$ cat config.mk
export PLATFORM = sky130hd
export DESIGN_NAME = absw_ctrl
export DESIGN_NICKNAME = d
export VERILOG_FILES = /design/src/shared/absw_pkg.sv /design/src/rtl/absw_ctrl.sv
export SDC_FILE = /design/constraint.sdc
export NUM_CORES = 1
export LEC_CHECK = 0
export ABC_CLOCK_PERIOD_IN_PS = 3500
export BUFFER_PORTS_ARGS = -buffer_cell sky130_fd_sc_hd__buf_2
export CAP_MARGIN = 20
export CORE_MARGIN = 5
export CORE_UTILIZATION = 58
export DETAILED_ROUTE_END_ITERATION = 8
export PLACE_DENSITY = 0.78
export SKIP_CTS_REPAIR_TIMING = 1
export SLEW_MARGIN = 25
export SYNTH_ARGS = -nofsm -noshare
export SYNTH_HDL_FRONTEND = slang
export SYNTH_SLANG_ARGS = --single-unit
export TNS_END_PERCENT = 5
$ cat constraint.sdc
create_clock -name CLK -period 3.5 [get_ports CLK]
set_input_delay 0.35 -clock CLK [delete_from_list [all_inputs] [get_ports CLK]]
set_output_delay 0.35 -clock CLK [all_outputs]
set_load 0.1 [all_outputs]
$ cat src/shared/absw_pkg.sv
// Shared constants, types and carriers of the A/B switch rack controller
package absw_pkg;
	localparam int CLK_HZ = 50_000_000;
	localparam int BAUD_BASIC = 2400;
	localparam int BAUD_NET = 9600;
	localparam int BAUD_BASIC_CYC = CLK_HZ / BAUD_BASIC;
	localparam int BAUD_NET_CYC = CLK_HZ / BAUD_NET;
	localparam int DATA_BITS = 8;
	localparam int STOP_BITS = 1;
	localparam int BOOT_MIN_S = 30;
	localparam int BOOT_CYC = BOOT_MIN_S * CLK_HZ;
	localparam int BLINK_MS = 100;
	localparam int BLINK_CYC = BLINK_MS * (CLK_HZ / 1000);
	localparam logic [7:0] CH_A = 8'h41;
	localparam logic [7:0] CH_B = 8'h42;
	localparam logic [7:0] CH_S = 8'h53;
	localparam logic [7:0] CH_CR = 8'h0D;
	localparam logic [7:0] SEC_BASE = 8'h30;
	localparam logic [7:0] CMD_NONE = 8'h00;
	localparam logic [3:0] FRAME_LAST = 4'h9;
	typedef enum logic [1:0] {VAR_BASIC = 2'b00, VAR_EXPAN = 2'b01, VAR_NET = 2'b10} absw_variant_t;
	typedef enum logic [1:0] {RX_IDLE = 2'b00, RX_START = 2'b01, RX_DATA = 2'b10, RX_STOP = 2'b11} absw_rx_t;
	typedef struct packed {
		logic key_on;
		logic tog_a;
		logic tog_b;
		logic sys_btn;
	} absw_panel_t;
	typedef struct packed {
		absw_variant_t variant;
		logic sec_en;
		logic [3:0] sec_code;
		logic safe_mode;
		logic first_rack;
		logic card1_present;
	} absw_cfg_t;
endpackage : absw_pkg

$ cat src/rtl/absw_ctrl.sv
// Control logic of the A/B switch rack controller
// Overview of operation
// Panel lock off: controller and card toggles are ignored.
// Serial and network switch commands still act while locked.
// Card toggle A drives card to A; A lamp lights when done.
// Card toggle B drives card to B; B lamp lights when done.
// Controller toggle switches every card of this rack.
// Toggle with system button held switches all chained racks.
// Activity lamp blinks on panel rack/system switch or remote command; the code does not blink on S status or control line commands.
// Basic serial input: 2400 baud, 8 data bits, no parity, 1 stop.
// Upper-case A, B switch system, S asks status; carriage return ends.
// Sender may prefix each command with the security character.
// Status answered only by card 1 in the first rack.
// Expansion variant forwards commands without acting on them.
// Network variant runs 9600 bps and ignores one-letter commands.
// Control line +12 V switches system to A, -12 V to B.
// Local system switch drives control line +10 V for A, -10 V for B.
// Network variant waits 30 s self test before console is ready.
// Network settings apply only after save followed by reset.
// A powered card lights exactly one of its A or B lamps.
// With security on, only commands after the security character act.
// Safe mode blocks serial switching but still answers status.
// Unrecognised sequences before carriage return are discarded.
// Lamps follow only the position reported by the switching element.
module absw_ctrl
	import absw_pkg::*;
#(
	parameter int NCARDS = 16,
	parameter int BAUD_BASIC_CYC_P = BAUD_BASIC_CYC,
	parameter int BAUD_NET_CYC_P = BAUD_NET_CYC,
	parameter int BOOT_CYC_P = BOOT_CYC,
	parameter int BLINK_CYC_P = BLINK_CYC
) (
	input wire logic CLK,
	input wire logic RESET,
	input wire absw_pkg::absw_panel_t PANEL,
	input wire absw_pkg::absw_cfg_t CFG,
	input wire logic [NCARDS-1:0] CARD_TOG_A,
	input wire logic [NCARDS-1:0] CARD_TOG_B,
	input wire logic [NCARDS-1:0] CARD_AT_A,
	input wire logic [NCARDS-1:0] CARD_AT_B,
	input wire logic SYSCTL_IN_POS,
	input wire logic SYSCTL_IN_NEG,
	input wire logic RXD,
	input wire logic NET_SW_A,
	input wire logic NET_SW_B,
	input wire logic NET_PARAM_WR,
	input wire logic [7:0] NET_PARAM,
	input wire logic NET_SAVE,
	input wire logic NET_REBOOT,
	output logic [NCARDS-1:0] CARD_DRIVE_A,
	output logic [NCARDS-1:0] CARD_DRIVE_B,
	output logic [NCARDS-1:0] LED_A,
	output logic [NCARDS-1:0] LED_B,
	output logic ACTIVITY_LED,
	output logic POWER_INDICATOR,
	output logic SYSCTL_OUT_POS,
	output logic SYSCTL_OUT_NEG,
	output logic TXD,
	output logic FWD_TXD,
	output logic CONSOLE_READY,
	output logic [7:0] NET_PARAM_ACTIVE
);
	import absw_pkg::*;

	localparam int W = 7 + 4 * NCARDS;
	localparam int RXD_BIT = 6;
	localparam logic [W-1:0] SYNC_INIT = W'(1) << RXD_BIT;
	localparam logic [15:0] BAUD_B = 16'(BAUD_BASIC_CYC_P);
	localparam logic [15:0] BAUD_N = 16'(BAUD_NET_CYC_P);
	localparam logic [30:0] BOOT_LAST = 31'(BOOT_CYC_P - 1);
	localparam logic [26:0] BLINK_LOAD = 27'(BLINK_CYC_P);
	localparam logic [2:0] BIT_LAST = 3'(DATA_BITS - 1);

	// Three-stage synchronisers; a level is taken once stages two and three agree
	logic [W-1:0] s1_ff, s2_ff, s3_ff, f_ff, fp_ff;
	wire [W-1:0] async_in = {CARD_AT_B, CARD_AT_A, CARD_TOG_B, CARD_TOG_A, RXD, SYSCTL_IN_NEG, SYSCTL_IN_POS, PANEL};
	for (genvar i = 0; i < W; i++) begin : g_sync
		always_ff @(posedge CLK) begin
			if (RESET) begin
				s1_ff[i] <= SYNC_INIT[i];
				s2_ff[i] <= SYNC_INIT[i];
				s3_ff[i] <= SYNC_INIT[i];
				f_ff[i] <= SYNC_INIT[i];
				fp_ff[i] <= SYNC_INIT[i];
			end else begin
				s1_ff[i] <= async_in[i];
				s2_ff[i] <= s1_ff[i];
				s3_ff[i] <= s2_ff[i];
				f_ff[i] <= (s2_ff[i] == s3_ff[i]) ? s3_ff[i] : f_ff[i];
				fp_ff[i] <= f_ff[i];
			end
		end
	end

	// Named views of the filtered inputs
	wire [W-1:0] rise = f_ff & ~fp_ff;
	wire absw_panel_t pf = f_ff[3:0];
	absw_panel_t pr;
	assign pr = rise[3:0];
	wire ctl_pos_rise = rise[4];
	wire ctl_neg_rise = rise[5];
	wire rxd_f = f_ff[RXD_BIT];
	wire [NCARDS-1:0] tog_a_rise = rise[7 +: NCARDS];
	wire [NCARDS-1:0] tog_b_rise = rise[7 + NCARDS +: NCARDS];
	wire [NCARDS-1:0] at_a_f = f_ff[7 + 2 * NCARDS +: NCARDS];
	wire [NCARDS-1:0] at_b_f = f_ff[7 + 3 * NCARDS +: NCARDS];
	wire is_basic = CFG.variant == VAR_BASIC;
	wire is_net = CFG.variant == VAR_NET;

	// Panel requests, all gated by the lock key
	wire rack_a = pf.key_on & pr.tog_a;
	wire rack_b = pf.key_on & pr.tog_b;
	wire local_sys_a = rack_a & pf.sys_btn;
	wire local_sys_b = rack_b & pf.sys_btn;
	wire [NCARDS-1:0] card_a_evt = pf.key_on ? tog_a_rise : '0;
	wire [NCARDS-1:0] card_b_evt = pf.key_on ? tog_b_rise : '0;

	// Control line input is ignored while this rack drives it, else it hears itself
	logic sysctl_pos_ff, sysctl_neg_ff;
	wire driving = sysctl_pos_ff | sysctl_neg_ff;
	wire ctl_a = ctl_pos_rise & ~driving;
	wire ctl_b = ctl_neg_rise & ~driving;

	// Serial receiver, sampling mid-bit; reload is one short so a bit lasts exactly baud cycles
	absw_rx_t rx_st_ff;
	logic [15:0] rx_cnt_ff;
	logic [2:0] rx_bit_ff;
	logic [7:0] rx_sh_ff;
	logic rx_vld_ff;
	wire [15:0] baud = is_net ? BAUD_N : BAUD_B;
	wire rx_tick = rx_cnt_ff == 16'h0000;
	always_ff @(posedge CLK) begin
		if (RESET) begin
			rx_st_ff <= RX_IDLE;
			rx_cnt_ff <= 16'h0000;
			rx_bit_ff <= 3'h0;
			rx_sh_ff <= 8'h00;
			rx_vld_ff <= 1'b0;
		end else begin
			rx_vld_ff <= 1'b0;
			rx_cnt_ff <= rx_tick ? baud - 16'h0001 : rx_cnt_ff - 16'h0001;
			case (rx_st_ff)
				RX_IDLE: begin
					rx_cnt_ff <= {1'b0, baud[15:1]};
					if (!rxd_f) rx_st_ff <= RX_START;
				end
				RX_START: if (rx_tick) begin
					rx_st_ff <= rxd_f ? RX_IDLE : RX_DATA;
					rx_bit_ff <= 3'h0;
				end
				RX_DATA: if (rx_tick) begin
					rx_sh_ff <= {rxd_f, rx_sh_ff[7:1]}; // LSB first, no parity
					rx_bit_ff <= rx_bit_ff + 3'h1;
					if (rx_bit_ff == BIT_LAST) rx_st_ff <= RX_STOP;
				end
				RX_STOP: if (rx_tick) begin
					rx_vld_ff <= rxd_f; // Framing error drops the byte
					rx_st_ff <= RX_IDLE;
				end
				default: rx_st_ff <= RX_IDLE;
			endcase
		end
	end

	// Command parser; only the basic variant interprets characters
	logic [7:0] cmd_ff;
	logic sec_ok_ff, bad_ff;
	wire [7:0] sec_ch = SEC_BASE + {4'h0, CFG.sec_code};
	wire byte_in = rx_vld_ff & is_basic;
	wire is_cr = rx_sh_ff == CH_CR;
	wire is_cmd = rx_sh_ff == CH_A || rx_sh_ff == CH_B || rx_sh_ff == CH_S;
	wire exec = byte_in & is_cr & ~bad_ff & (cmd_ff != CMD_NONE);
	wire ser_a = exec & (cmd_ff == CH_A) & ~CFG.safe_mode;
	wire ser_b = exec & (cmd_ff == CH_B) & ~CFG.safe_mode;
	wire ser_s = exec & (cmd_ff == CH_S); // Status still allowed
	always_ff @(posedge CLK) begin
		if (RESET || (byte_in && is_cr)) begin
			cmd_ff <= CMD_NONE;
			sec_ok_ff <= 1'b0;
			bad_ff <= 1'b0;
		end else if (byte_in) begin
			if (bad_ff || cmd_ff != CMD_NONE) bad_ff <= 1'b1;
			else if (rx_sh_ff == sec_ch && !sec_ok_ff) sec_ok_ff <= 1'b1;
			else if (is_cmd && (sec_ok_ff || !CFG.sec_en)) cmd_ff <= rx_sh_ff;
			else bad_ff <= 1'b1;
		end
	end

	// System and rack level requests from every source
	wire sys_a = local_sys_a | ser_a | ctl_a | NET_SW_A;
	wire sys_b = local_sys_b | ser_b | ctl_b | NET_SW_B;
	wire all_a = sys_a | rack_a;
	wire all_b = sys_b | rack_b;
	wire [NCARDS-1:0] req_a = {NCARDS{all_a}} | card_a_evt;
	wire [NCARDS-1:0] req_b = ({NCARDS{all_b}} | card_b_evt) & ~req_a;

	// Per card: drive the element until it reports arrival, lamps follow the report
	logic [NCARDS-1:0] drv_a_ff, drv_b_ff, led_a_ff, led_b_ff;
	for (genvar c = 0; c < NCARDS; c++) begin : g_card
		always_ff @(posedge CLK) begin
			if (RESET) begin
				drv_a_ff[c] <= 1'b0;
				drv_b_ff[c] <= 1'b0;
				led_a_ff[c] <= 1'b1;
				led_b_ff[c] <= 1'b0;
			end else begin
				drv_a_ff[c] <= req_a[c] | (drv_a_ff[c] & ~at_a_f[c] & ~req_b[c]);
				drv_b_ff[c] <= req_b[c] | (drv_b_ff[c] & ~at_b_f[c] & ~req_a[c]);
				if (at_a_f[c] != at_b_f[c]) begin
					led_a_ff[c] <= at_a_f[c];
					led_b_ff[c] <= at_b_f[c];
				end
			end
		end
	end

	// Control line drive held while the local system switch is held
	always_ff @(posedge CLK) begin
		if (RESET) begin
			sysctl_pos_ff <= 1'b0;
			sysctl_neg_ff <= 1'b0;
		end else begin
			sysctl_pos_ff <= local_sys_a | (sysctl_pos_ff & pf.key_on & pf.sys_btn & pf.tog_a);
			sysctl_neg_ff <= local_sys_b | (sysctl_neg_ff & pf.key_on & pf.sys_btn & pf.tog_b);
		end
	end

	// Activity blink; a fixed lamp time makes single-cycle events visible
	logic [26:0] blink_ff;
	wire blink_go = rack_a | rack_b | ser_a | ser_b | NET_SW_A | NET_SW_B;
	always_ff @(posedge CLK) begin
		if (RESET) blink_ff <= 27'h0;
		else if (blink_go) blink_ff <= BLINK_LOAD;
		else if (blink_ff != 27'h0) blink_ff <= blink_ff - 27'h1;
	end

	// Status reply: position letter of card 1 then carriage return
	logic [9:0] tx_sh_ff;
	logic [3:0] tx_bit_ff;
	logic [15:0] tx_cnt_ff;
	logic tx_busy_ff, tx_cr_ff;
	wire status_ok = ser_s & CFG.first_rack & CFG.card1_present & ~tx_busy_ff;
	wire [7:0] reply = led_a_ff[0] ? CH_A : CH_B;
	always_ff @(posedge CLK) begin
		if (RESET) begin
			tx_sh_ff <= 10'h3FF;
			tx_bit_ff <= 4'h0;
			tx_cnt_ff <= 16'h0000;
			tx_busy_ff <= 1'b0;
			tx_cr_ff <= 1'b0;
		end else if (status_ok) begin
			tx_sh_ff <= {1'b1, reply, 1'b0};
			tx_bit_ff <= 4'h0;
			tx_cnt_ff <= baud;
			tx_busy_ff <= 1'b1;
			tx_cr_ff <= 1'b1;
		end else if (tx_busy_ff) begin
			tx_cnt_ff <= tx_cnt_ff - 16'h0001;
			if (tx_cnt_ff == 16'h0001) begin
				tx_cnt_ff <= baud;
				tx_bit_ff <= tx_bit_ff + 4'h1;
				tx_sh_ff <= {1'b1, tx_sh_ff[9:1]};
				if (tx_bit_ff == FRAME_LAST) begin
					tx_bit_ff <= 4'h0;
					tx_sh_ff <= {1'b1, CH_CR, 1'b0};
					tx_busy_ff <= tx_cr_ff;
					tx_cr_ff <= 1'b0;
				end
			end
		end
	end

	// Network boot delay and staged parameters
	logic [30:0] boot_ff;
	logic [7:0] staged_ff, saved_ff, active_ff;
	logic ready_ff;
	always_ff @(posedge CLK) begin
		if (RESET || (NET_REBOOT && is_net)) begin
			boot_ff <= 31'h0;
			ready_ff <= 1'b0;
		end else if (is_net && !ready_ff) begin
			boot_ff <= boot_ff + 31'h1;
			ready_ff <= boot_ff == BOOT_LAST;
		end
	end
	always_ff @(posedge CLK) begin
		if (RESET) begin
			staged_ff <= 8'h00;
			saved_ff <= 8'h00;
			active_ff <= 8'h00;
		end else if (is_net) begin
			if (NET_PARAM_WR) staged_ff <= NET_PARAM;
			if (NET_SAVE) saved_ff <= staged_ff;
			if (NET_REBOOT) active_ff <= saved_ff;
		end
	end

	// Output flops
	always_ff @(posedge CLK) begin
		if (RESET) begin
			POWER_INDICATOR <= 1'b0;
			ACTIVITY_LED <= 1'b0;
			TXD <= 1'b1;
			FWD_TXD <= 1'b1;
		end else begin
			POWER_INDICATOR <= 1'b1;
			ACTIVITY_LED <= blink_ff != 27'h0;
			TXD <= tx_busy_ff ? tx_sh_ff[0] : 1'b1;
			FWD_TXD <= is_net ? 1'b1 : rxd_f; // Chain passes characters on
		end
	end
	assign CARD_DRIVE_A = drv_a_ff;
	assign CARD_DRIVE_B = drv_b_ff;
	assign LED_A = led_a_ff;
	assign LED_B = led_b_ff;
	assign SYSCTL_OUT_POS = sysctl_pos_ff;
	assign SYSCTL_OUT_NEG = sysctl_neg_ff;
	assign CONSOLE_READY = ready_ff;
	assign NET_PARAM_ACTIVE = active_ff;
endmodule : absw_ctrl

* Word-level counts from Yosys, hierarchy flattened
Cells that the tools add are included.
Widths: inputs -> output; s select.
** Word-level totals
- Register bits :: 548
- Output and inout bits :: 79
- Logic and storage cells :: 827
- Input port bits :: 96
** Operators by class
- Eq/ne operators :: 110
- Bitwise logic cells :: 214
- Add/sub/neg operators :: 8
- Multiplexer cells :: 38
- Reductions and logical operators :: 42
** Operator list (count)
- $mux 16 :: 6
- $and 1x1->1 :: 88
- $not 1->1 :: 72
- $eq 1x1->1 :: 71
- $eq 8x7->1 const B :: 6
- $or 1x1->1 :: 48
- $mux 23 :: 2
- $and 39x39->39 :: 1
- $not 39->39 :: 1
- $mux 9 :: 4
- $or 16x16->16 :: 2
- $sub 16x1->16 const B :: 2
- $add 31x1->31 const B :: 1
- $eq 31x31->1 const B :: 1
- $mux 15 :: 2
- $reduce_bool 27->1 :: 1
- $sub 27x1->27 const B :: 1
- $and 16x16->16 :: 1
- $eq 16x1->1 const B :: 1
- $logic_not 16->1 :: 1
- $ne 1x1->1 :: 16
- $not 16->16 :: 1
- $sub 15x1->16 const B :: 1
- $mux 2 :: 7
- other kinds (27) :: 75

* Logic depth before layout (Yosys ltp)
Gate-level depths: netlist of run 1.
- Word-level depth :: 17
- Gate-level depth with buffers :: 12
- Depth with buffers taken out :: 10

* Least setup slack after synthesis of run 1
No wires, ideal clock.
- Path type :: register to register
- From :: register rx_cnt_ff[1]
- To :: register rx_cnt_ff[14]
- Clock period less this slack :: 2878 ps
- Buffers on the path :: 2
- Setup slack :: 622 ps
- Cell stages (with the launch flop) :: 13
- Setup time :: 124 ps
- Arrival :: 2754 ps
- Cell sequence :: dfxtp_1 > or3_1 > buf_2 > nor4_1 > and2_1 > buf_2 > a21oi_1 > ha_1 > nor2b_1 > nand4b_1 > nor2_1 > a211oi_1 > nor3b_1
** On the way
- Longest elaborated chain between the ends :: 3
- Elaborated cells between the ends (all ways) :: 4
** Ends and longest elaborated chain
- start: declaration :: line absw_ctrl.sv:127 : logic [15:0] rx_cnt_ff;
- start signal: assignment :: line absw_ctrl.sv:142 : rx_cnt_ff <= rx_tick ? baud - 16'h0001 : rx_cnt_ff - 16'h0001;
- start signal: assignment :: line absw_ctrl.sv:145 : rx_cnt_ff <= {1'b0, baud[15:1]};
- $sub 16x1->16 / $logic_not 16->1 (equally long branches) :: line absw_ctrl.sv:142, absw_ctrl.sv:132
- $mux 16 * :: line absw_ctrl.sv:142
- $mux 15 * :: line absw_ctrl.sv:143 : case (rx_st_ff)
Mark *: on every way between the ends. The rest lies on a longest branch, timed or not.
A chain may end at the register's enable or synchronous reset.

* Final worst setup path of run 1
- From :: register rx_sh_ff[0]
- To :: register drv_b_ff[6] (netlist: CARD_DRIVE_B[6])
** On the way
- Longest elaborated chain between the ends :: 14
- Elaborated cells between the ends (all ways) :: 23
** Ends and longest elaborated chain
- start: declaration :: line absw_ctrl.sv:129 : logic [7:0] rx_sh_ff;
- start signal: assignment :: line absw_ctrl.sv:153 : rx_sh_ff <= {rxd_f, rx_sh_ff[7:1]};
- $eq 8x4->1 * :: line absw_ctrl.sv:171 : wire is_cr = rx_sh_ff == CH_CR;
- $and 1x1->1 * (3 in a row) :: line absw_ctrl.sv:173 : wire exec = byte_in & is_cr & ~bad_ff & (cmd_ff != CMD_NONE);
- $and 1x1->1 (2 in a row) :: line absw_ctrl.sv:174 : wire ser_a = exec & (cmd_ff == CH_A) & ~CFG.safe_mode;
- $or 1x1->1 (3 in a row) :: line absw_ctrl.sv:191 : wire sys_a = local_sys_a | ser_a | ctl_a | NET_SW_A;
- $or 1x1->1 :: line absw_ctrl.sv:193 : wire all_a = sys_a | rack_a;
- $or 16x16->16 :: line absw_ctrl.sv:195 : wire [NCARDS-1:0] req_a = {NCARDS{all_a}} | card_a_evt;
- $not 16->16 / $not 1->1 (equally long branches) :: line absw_ctrl.sv:196, absw_ctrl.sv:209
- $and 16x16->16 / $and 1x1->1 (equally long branches) :: line absw_ctrl.sv:196, absw_ctrl.sv:209
- $or 1x1->1 * :: line absw_ctrl.sv:209 : drv_b_ff[c] <= req_b[c] | (drv_b_ff[c] & ~at_b_f[c] & ~req_a[c]);
- end signal: indexed assignment :: line absw_ctrl.sv:209
- end: declaration :: line absw_ctrl.sv:199 : logic [NCARDS-1:0] drv_a_ff, drv_b_ff, led_a_ff, led_b_ff;
Marks and branches as above.

==> summary.md, run 1 <==
| Metric | Value |
|---|---|
| Outcome | complete, but fails checks |
| Failing checks | hold timing |
| Number of global-route vias before repair | between 10000 and 15000 |
| Average footprint of a synthesized cell | between 9 and 10 um^2 |
| Arrival time of the worst setup path | 3300 ps |
| Most used DFF post-synth | sky130_fd_sc_hd__dfxtp_1 |
| CP max stage delay | approximately 700 ps |
| Number of synthesis warnings | 0 |
| Fraction of synthesis flops using an asynchronous set or reset pin | 0 |
| Number of H-tree levels | 2 |
| Count of buffer and inverter cells on the critical path | 0 |
| Maximum fanout along the worst path | 19 |
| Detailed Route Iter0 Violations | 843 |
| Area of all sequential standard cells | approximately 0.011 mm^2 |
| Die width | 191 um |
| # nets final | ~2300 |
| Post-synthesis net count | 2121 |
| Endpoint, Worst Hold | s1_ff[1]$_SDFF_PP0_ |
| Worst-margin pin slew | 1060 ps |
| Input/output buffers | 174 |
| Bufs on Longest Clock Path | 3 |
| FF-to-FF path depth | 5 |
| Max Clk Rate | 344 MHz |
| Layout cell share with drive strength beyond 1 | 0.137 |
| Worst Setup Slack, final | 592 ps |
| Final hold violation count | 8 |
| Fin crit period | ~2900 ps |
| Number of rows in the core area | 66 |
| Crit path capture type | flop |
| Critical Path, Cell by Cell | or4b_4 -> nor4_1 -> a31o_2 -> nand2b_1 -> a311oi_1 |
| Area of the multi-input gates | approximately 0.0076 mm^2 |
| Static leakage | 8.45 nW |
| Tightest Hold Check Type | primary input to flop |
| Number of ports placed on the die boundary | 175 |
| Startpoint of the worst register-to-register path | rx_sh_ff[0]$_SDFFE_PP0P_ |
| Count of cells along the worst hold path | 2 |
| Total power divided by cell area | 585 mW/mm^2 |
| Max rail drop VDD | approximately 530 uV |
| Number of distinct standard cells referenced by the synthesized netlist | 63 |
| Combinational Power Share | 0.054 |
| Number of sinks driven by the clock tree | 544 |
| # setup viols final | 0 |
| Signed area change from the synthesized netlist to the final layout | 18.0% |
| TritonCTS clock tree | built |
| Seq/Total Area, Yosys | 0.573 |
| Slack of the worst reg-to-reg path | 590 ps |
| Hold slack | -14.9 ps |
| Final clock skew | 14.9 ps |
| Maximum number of pins on one net before global-route repair | 215 |
| Source of the worst hold timing path | PANEL[1] |
| Register bit total from synthesis | 544 |
| Number of antenna violations at the first check in global routing | 1 |
| Filler Cells Inserted | about 2600 |
| Commonest cells after routing, fill and taps aside | 544 x sky130_fd_sc_hd__dfxtp_1, 255 x sky130_fd_sc_hd__nor2b_1, 226 x sky130_fd_sc_hd__nand2_1 |
| Final WL | approximately 43 mm |
| Syn Std Cell Area | 0.0190 mm^2 |
| Total Routing Usage GR | 0.225 |
| Clock-pin transition on the worst setup and hold timing paths | 70 ps |
| Cell taking the most area after synthesis | sky130_fd_sc_hd__dfxtp_1 |
| Worst setup path category | flop to flop |
| Full die area | between 0.03 and 0.04 mm^2 |
| Initial standard-cell utilization of the core | 0.586 |
| CORE AREA | 0.0325 mm^2 |
| Final slew viol count | 0 |
| Setup repair after global routing missed its margin | false |
| Setup TNS | 0 ps |
| Post-detail-place hpwl | 27.8 mm |
| Post-detailed-route wirelength per cell | 15.9 um |
| Global-route wire length before repair | 68.4 mm |
| Switching part of the total | 0.226 |
| CTS buffer count | 52 |
| Height of the die | roughly 190 um |
| Required time at the endpoint of the critical path | approximately 3900 ps |
| CP Launch Type | flop |
| CTS root buf | sky130_fd_sc_hd__clkbuf_16 |
| Commonest non-fill, non-tap cell in the layout | sky130_fd_sc_hd__dfxtp_1 |
| Cell types with the largest area share after synthesis | sky130_fd_sc_hd__dfxtp_1 57%, sky130_fd_sc_hd__nor2b_1 8.4%, sky130_fd_sc_hd__o21ai_0 4.6% |
| Global-route congestion overflow total | 0 |
| DR DRC count | 0 |
| Post-route ant nets | 0 |
| Max Cap Violations | 0 |
| Final RePlAce weighted congestion | 0.885 |
| Flop pwr share | 0.489 |
| Total vias in the final route | ~15000 |
| P_sw | 2.97 mW |
| Final Core Density | 0.692 |
| Fraction of synthesized cell area taken by the top area cell type | 0.573 |
| Gate Count Post-Synth | around 2000 |
| First-pass detailed-route iteration total | 5 |
| Drt via density | between 5 and 6 |
| Internal Pwr Total | 10.2 mW |
| Clock latency of the later-clocked register in the worst-skew pair | 580 ps |
| Cell type group with the largest total delay on the critical path | simple AND/OR/NAND/NOR gates |
| Count of flip-flops with a built-in enable after synthesis | 0 |
| Fin crit share | 0.831 |
| Pre-CTS setup slack | 685 ps |
| Slowest stage cell on the critical path | sky130_fd_sc_hd__nand2b_1 |
| Clock network fraction of total power | 0.456 |
| Worst rel slew slack | 0.289 |
| Post-layout total power | approximately 13 mW |
| FF-to-FF End | CARD_DRIVE_B[6]$_SDFF_PP0_ |
==> kinds of logic (layout without fill, tap and decap cells) <==
group,count (synthesis),in the layout,share of synthesized area
and+or+nand+nor,842,842,0.240
xor gates and xnor gates,50,50,0.0230
other,0,1,0
AOI/OAI and AO/OA,432,432,0.127
DFF,544,544,0.573
buffers and inverters,130,353,0.0260
muxes,12,12,0.00638
adders and majority gates,8,8,0.00513
==> metrics by stage <==
stage,hold slack (ps),cell area (um^2),cells
4_1_cts,-47.0,22100,2652
6_report,-14.9,22400,2684
5_1_grt,0.118,22400,2683
3_3_place_gp,397,20200,2556
3_5_place_dp,410,20200,2556
2_1_floorplan,389,19000,2018
==> registers in the layout, indices dropped and copies added (netlist names), 9 cells and up, named ones only <==
register / flops
f_ff: 38
fp_ff: 36
s1_ff: 71
tx_cnt_ff: 16
blink_ff: 27
at_a_f: 16
boot_ff: 31
LED_B: 16
tx_sh_ff: 9
at_b_f: 16
CARD_DRIVE_A: 16
rx_cnt_ff: 16
LED_A: 16
s2_ff: 71
s3_ff: 71
CARD_DRIVE_B: 16
==> layer usage <==
metal,track usage,vias to the layer above,wire length [um],part of all wire
met2,0.411,315,21900,0.51
met3,0.0440,92,2240,0.052
met5,0,-,13,0.00030
met4,0.0740,2,1190,0.028
met1,0.267,6942,17400,0.41
li1,-,7299,-,-
==> worst max path at each step <==
stage / from / to / depth (start not counted) / slack [ps]
6_report: rx_sh_ff[0]$_SDFFE_PP0P_ / CARD_DRIVE_B[6]$_SDFF_PP0_ / 5 / 590
5_1_grt: rx_sh_ff[0]$_SDFFE_PP0P_ / CARD_DRIVE_B[13]$_SDFF_PP0_ / 5 / 450
4_1_cts: rx_sh_ff[0]$_SDFFE_PP0P_ / tx_cnt_ff[12]$_SDFFE_PP0P_ / 5 / 650
3_5_place_dp: rx_sh_ff[0]$_SDFFE_PP0P_ / CARD_DRIVE_B[7]$_SDFF_PP0_ / 5 / 680
3_3_place_gp: rx_sh_ff[0]$_SDFFE_PP0P_ / tx_cnt_ff[12]$_SDFFE_PP0P_ / 5 / 750
2_1_floorplan: rx_cnt_ff[1]$_SDFF_PP0_ / rx_cnt_ff[14]$_SDFF_PP0_ / 12 / 620
==> power groups by stage <==
stage	clock network (mW)	registers, mW	logic [mW]
2_1_floorplan	0	6.73	0.321
4_1_cts	6.09	6.43	0.688
3_5_place_dp	0	6.56	0.683
5_1_grt	6.39	6.44	0.771
6_report	5.99	6.43	0.714
3_3_place_gp	0	6.56	0.669
==> synth_stat cells (8+ instances only) <==
cell type,instances
sky130_fd_sc_hd__nor2b_1,256
sky130_fd_sc_hd__or4_1,15
sky130_fd_sc_hd__nor3_1,33
sky130_fd_sc_hd__a21oi_1,171
sky130_fd_sc_hd__a31oi_1,9
sky130_fd_sc_hd__dfxtp_1,544
sky130_fd_sc_hd__nand3b_1,18
sky130_fd_sc_hd__nand4_1,37
sky130_fd_sc_hd__and2_1,8
sky130_fd_sc_hd__xor2_1,23
sky130_fd_sc_hd__a311oi_1,17
sky130_fd_sc_hd__xnor2_1,27
sky130_fd_sc_hd__inv_1,37
sky130_fd_sc_hd__nand2_1,226
sky130_fd_sc_hd__or3_1,29
sky130_fd_sc_hd__nor2_1,75
sky130_fd_sc_hd__nand2b_1,25
sky130_fd_sc_hd__clkbuf_1,82
sky130_fd_sc_hd__o21ai_0,176
sky130_fd_sc_hd__nand3_1,46
sky130_fd_sc_hd__o31ai_1,13
sky130_fd_sc_hd__or2_2,11
sky130_fd_sc_hd__mux2i_1,11
sky130_fd_sc_hd__nor4_1,22
==> cell type report <==
cell class,instances,share of cell area
flip-flops and latches,544,0.485
clock buffers,73,0.0682
diodes,1,0.000111
multi-input cells,1344,0.341
repair buffers,219,0.0589
inverters,38,0.00635
well taps,442,0.0246
clock inverters,23,0.0162
Note: power is estimated with default switching activity, not from simulation.
==> inputs of run 2 (changes only) <==
Settings changed: ABC_CLOCK_PERIOD_IN_PS 3500 to 2850.
Clock period 3.5 ns to 2.85 ns, I/O delays scaled along.
==> summary.md, run 2 (synthesized netlist as in run 1, its figures left out) <==
| Metric | Value |
|---|---|
| Internal Pwr Total | 12.3 mW |
| Inst Count DP | 2571 |
| Slowest stage cell on the critical path | sky130_fd_sc_hd__or4_4 |
| Setup TNS | 0 ps |
| Required time at the endpoint of the critical path | 3370 ps |
| Post-layout total power | 15.9 mW |
| Flop pwr share | 0.498 |
| Combinational Power Share | 0.059 |
| Full die area | 0.0365 mm^2 |
| # nets final | 2365 |
| Final RePlAce weighted congestion | 0.871 |
| Fin crit period | 2590 ps |
| Global-route wire length before repair | 68.0 mm |
| Post-route ant nets | 0 |
| Top flop regs | s1_ff x71, s2_ff x71, s3_ff x71 |
| Worst setup path category | flop to flop |
| Post-detail-place hpwl | roughly 28 mm |
| Drt via density | around 5.5 |
| Worst-margin pin slew | ~1100 ps |
| Total Routing Usage GR | 0.223 |
| # setup viols final | 0 |
| CTS buffer count | 52 |
| Final hold violation count | 0 |
| Post-detailed-route wirelength per cell | 16.0 um |
| Max rail drop VDD | 539 uV |
| Signed area change from the synthesized netlist to the final layout | 20.7% |
| Clock-pin transition on the worst setup and hold timing paths | 60 ps |
| Total power divided by cell area | 691 mW/mm^2 |
| Critical Path, Cell by Cell | or4b_4 -> or4_4 -> o21a_1 -> buf_4 -> or2_2 -> o21ba_2 |
| Number of sinks driven by the clock tree | ~540 |
| Crit path capture type | flop |
| Clock latency of the later-clocked register in the worst-skew pair | 580 ps |
| Number of rows in the core area | 66 |
| Initial standard-cell utilization of the core | 0.586 |
| Cell type group with the largest total delay on the critical path | simple AND/OR/NAND/NOR gates |
| Count of buffer and inverter cells on the critical path | 1 |
| Bufs on Longest Clock Path | 3 |
| Total vias in the final route | 14985 |
| Final slew viol count | 0 |
| Max Cap Violations | 0 |
| First-pass detailed-route iteration total | 5 |
| DR DRC count | 0 |
| P_sw | 3.62 mW |
| CP max stage delay | 540 ps |
| Worst rel slew slack | 0.268 |
| Final WL | 44.0 mm |
| Max Clk Rate | about 390 MHz |
| Final instance count without filler cells | 2747 |
| Detailed Route Iter0 Violations | 860 |
| Height of the die | 191 um |
| Global-route congestion overflow total | 0 |
| TritonCTS clock tree | built |
| Commonest cells after routing, fill and taps aside | 544 x sky130_fd_sc_hd__dfxtp_1, 255 x sky130_fd_sc_hd__nor2b_1, 226 x sky130_fd_sc_hd__nand2_1 |
| Layout cell share with drive strength beyond 1 | 0.139 |
| Outcome | finished, final reports clean |
| Number of antenna violations at the first check in global routing | 2 |
| Tightest Hold Check Type | primary input to flop |
| Switching part of the total | 0.228 |
| CORE AREA | approximately 0.032 mm^2 |
| Number of H-tree levels | 2 |
| Clock network fraction of total power | 0.443 |
| Maximum fanout along the worst path | 8 |
| Number of global-route vias before repair | 13997 |
| Static leakage | 8.69 nW |
| Setup repair after global routing missed its margin | false |
| CTS root buf | sky130_fd_sc_hd__clkbuf_16 |
| Filler Cells Inserted | 2352 |
| Input/output buffers | 174 |
| Die width | 191 um |
| CP Launch Type | flop |
| Number of ports placed on the die boundary | 175 |
| Arrival time of the worst setup path | 3110 ps |
| Maximum number of pins on one net before global-route repair | 173 |
| Fin crit share | 0.908 |
| Final clock skew | 26.0 ps |
| Commonest non-fill, non-tap cell in the layout | sky130_fd_sc_hd__dfxtp_1 |
==> run 2: routing by layer <==
layer	wire length [um]	GRT usage
met3	2330	0.0420
met5	27	0
met1	17900	0.276
met2	22000	0.383
met4	1770	0.0961
==> run 2: tightest hold or removal path, cell delays in order <==
cell                      delay, ps
sky130_fd_sc_hd__buf_2          150
sky130_fd_sc_hd__nand3_1         90
sky130_fd_sc_hd__a21oi_1         50
==> run 2: worst paths after layout <==
kind / start / endpoint / slack, ps / cells after the start
min: NET_SAVE / saved_ff[4]$_SDFFE_PP0P_ / 50 / 3
max reg2reg: rx_sh_ff[0]$_SDFFE_PP0P_ / tx_busy_ff$_SDFF_PP0_ / 260 / 6
min reg2reg: s1_ff[6]$_SDFF_PP1_ / s2_ff[6]$_SDFF_PP1_ / 430 / 1
max: rx_sh_ff[0]$_SDFFE_PP0P_ / tx_busy_ff$_SDFF_PP0_ / 260 / 6
==> run 2: power groups by stage <==
stage / clock network [mW] / logic (mW) / registers [mW]
after floorplan: 0 / 0.395 / 8.27
after detailed placement: 0 / 0.843 / 8.06
after global routing: 7.50 / 1.01 / 7.92
after CTS: 7.15 / 0.850 / 7.90
after global placement: 0 / 0.828 / 8.06
final: 7.04 / 0.939 / 7.90
==> run 2: per-stage QoR <==
stage | hold WS [ps] | setup WS, ps | cell area (um^2) | utilization
6_report | 45.6 | 261 | 23000 | 0.708
3_5_place_dp | 421 | 270 | 20400 | 0.628
4_1_cts | -113 | 263 | 22200 | 0.683
5_1_grt | 61.0 | 65.8 | 23000 | 0.708
2_1_floorplan | 389 | 29.8 | 19000 | -
3_3_place_gp | 408 | 296 | 20400 | 0.628
==> run 2: final cells by class <==
class	count	area [um^2]	share of cell area
timing repair buffer	282	1930	0.0839
clock inverter	20	258	0.0112
inverter	38	143	0.00621
sequential	544	10900	0.474
antenna	1	2.50	0.000109
clock buffer	76	1540	0.0671
multi-input combinational	1344	7650	0.333
tap	442	553	0.0241
==> inputs of run 3 (changes only) <==
Settings changed: PLACE_DENSITY 0.78 to 0.9.
==> summary.md, run 3 (synthesized netlist as in run 1, its figures left out) <==
| Metric | Value |
|---|---|
| Filler Cells Inserted | 2279 |
| Number of H-tree levels | 2 |
| Global-route congestion overflow total | 0 |
| P_sw | 3.63 mW |
| CORE AREA | 0.0325 mm^2 |
| Global-route wire length before repair | just under 70 mm |
| Full die area | 0.0365 mm^2 |
| Post-detail-place hpwl | approximately 29 mm |
| Clock network fraction of total power | 0.436 |
| DR DRC count | 0 |
| Count of cells along the worst hold path | 3 |
| FF-to-FF path depth | 6 |
| Final WL | about 46 mm |
| Fin crit period | 2620 ps |
| Maximum fanout along the worst path | 10 |
| Tightest Hold Check Type | primary input to flop |
| Setup repair after global routing missed its margin | false |
| Endpoint, Worst Hold | staged_ff[1]$_SDFFE_PP0P_ |
| Max Clk Rate | approximately 380 MHz |
| Area of all sequential standard cells | 0.0109 mm^2 |
| Number of ports placed on the die boundary | approximately 180 |
| Max rail drop VDD | 524 uV |
| Input/output buffers | 174 |
| # setup viols final | 0 |
| Number of sinks driven by the clock tree | 544 |
| Required time at the endpoint of the critical path | between 3000 and 4000 ps |
| Inst Count DP | roughly 2600 |
| Number of antenna violations at the first check in global routing | 0 |
| Final hold violation count | 0 |
| Source of the worst hold timing path | NET_PARAM[1] |
| Commonest non-fill, non-tap cell in the layout | sky130_fd_sc_hd__dfxtp_1 |
| First-pass detailed-route iteration total | 6 |
| Maximum number of pins on one net before global-route repair | 204 |
| Number of rows in the core area | 66 |
| Final slew viol count | 0 |
| Commonest cells after routing, fill and taps aside | 544 x sky130_fd_sc_hd__dfxtp_1, 255 x sky130_fd_sc_hd__nor2b_1, 226 x sky130_fd_sc_hd__nand2_1 |
| Worst setup path category | flop to flop |
| Final clock skew | 20.9 ps |
| Placed Instance Area | 0.0203 mm^2 |
| Final antenna diode count | 0 |
| Worst Setup Slack, final | 233 ps |
| Worst rel slew slack | 0.225 |
| Static leakage | 8.59 nW |
| Detailed Route Iter0 Violations | 1152 |
| Hold slack | 14.6 ps |
| Critical Path, Cell by Cell | or4b_4 -> nor4_1 -> a31o_2 -> nand2b_1 -> buf_4 -> a311oi_1 |
| Number of global-route vias before repair | between 10000 and 15000 |
| Flop pwr share | 0.504 |
| Combinational Power Share | 0.060 |
| Slack of the worst reg-to-reg path | between 200 and 250 ps |
| Fin crit share | 0.918 |
| TritonCTS clock tree | built |
| Initial standard-cell utilization of the core | 0.586 |
| Area of the multi-input gates | 0.00766 mm^2 |
| Final design instance area without fill | 0.0228 mm^2 |
| Slowest stage cell on the critical path | sky130_fd_sc_hd__or4b_4 |
| Top flop regs | s1_ff x71, s2_ff x71, s3_ff x71 |
| Startpoint of the worst register-to-register path | rx_sh_ff[0]$_SDFFE_PP0P_ |
| Post-layout total power | approximately 16 mW |
| Arrival time of the worst setup path | roughly 3000 ps |
| Die width | approximately 190 um |
| Pre-CTS setup slack | ~260 ps |
| Max Cap Violations | 0 |
| Bufs on Longest Clock Path | 3 |
| Total power divided by cell area | 688 mW/mm^2 |
| Worst-margin pin slew | roughly 1200 ps |
| Final instance count without filler cells | roughly 2700 |
| Switching part of the total | 0.231 |
| # nets final | 2357 |
| Post-route ant nets | 0 |
| FF-to-FF End | CARD_DRIVE_B[8]$_SDFF_PP0_ |
| CTS buffer count | 52 |
| Clock-pin transition on the worst setup and hold timing paths | 60 ps |
| CP Launch Type | flop |
| Total Routing Usage GR | 0.227 |
| CTS root buf | sky130_fd_sc_hd__clkbuf_16 |
| Outcome | finished, final reports clean |
| Clock latency of the later-clocked register in the worst-skew pair | approximately 570 ps |
| Setup TNS | 0 ps |
| Final RePlAce weighted congestion | 0.873 |
| Cell type group with the largest total delay on the critical path | simple AND/OR/NAND/NOR gates |
| Start point of the critical path | rx_sh_ff[0]$_SDFFE_PP0P_ |
| CP max stage delay | between 500 and 600 ps |
| Total vias in the final route | 15158 |
| Post-detailed-route wirelength per cell | 16.8 um |
| Signed area change from the synthesized netlist to the final layout | 19.8% |
| Count of buffer and inverter cells on the critical path | 1 |
| Crit path capture type | flop |
| Final Core Density | 0.702 |
| Drt via density | between 5 and 6 |
| Height of the die | 191 um |
| Layout cell share with drive strength beyond 1 | 0.136 |
| Internal Pwr Total | 12.1 mW |
run 3: how the worst max path moves through the flow:
stage                                  to  slack (ps)  cells past startpoint
6_report       CARD_DRIVE_B[8]$_SDFF_PP0_         230                      6
5_1_grt          rx_cnt_ff[14]$_SDFF_PP0_          70                     10
3_5_place_dp     rx_cnt_ff[14]$_SDFF_PP0_         260                     10
2_1_floorplan    rx_cnt_ff[14]$_SDFF_PP0_          30                     11
3_3_place_gp     rx_cnt_ff[14]$_SDFF_PP0_         330                     10
4_1_cts          rx_cnt_ff[14]$_SDFF_PP0_         220                     10
run 3: final cells by class:
class                           instances  share of cell area
Inverter                               38             0.00626
Timing Repair Buffer                  274              0.0806
Sequential cell                       544               0.478
Multi-Input combinational cell       1344               0.336
Clock buffer                           68              0.0632
Clock inverter                         23              0.0116
Tap cell                              442              0.0243
run 3: routing by layer:
layer	vias to the layer above	share of wire	track usage
li1	7386	-	-
met2	463	0.51	0.399
met1	7184	0.39	0.274
met5	-	0	0
met4	0	0.038	0.0898
met3	125	0.065	0.0464
run 3: power by group through the flow:
stage                     sequential [mW]  clock (mW)  combinational, mW
after CTS                            7.90        6.91              0.846
after global placement               8.05           0              0.816
final                                7.91        6.84              0.943
after floorplan                      8.27           0              0.395
after global routing                 7.92        7.26               1.01
after detailed placement             8.06           0              0.839
run 3: worst register-to-register path: stages, from the launching register on:
cell                       delay (ps)
sky130_fd_sc_hd__dfxtp_1          430
sky130_fd_sc_hd__or4b_4           520
sky130_fd_sc_hd__nor4_1           470
sky130_fd_sc_hd__a31o_2           270
sky130_fd_sc_hd__nand2b_1         370
sky130_fd_sc_hd__buf_4            290
sky130_fd_sc_hd__a311oi_1          90
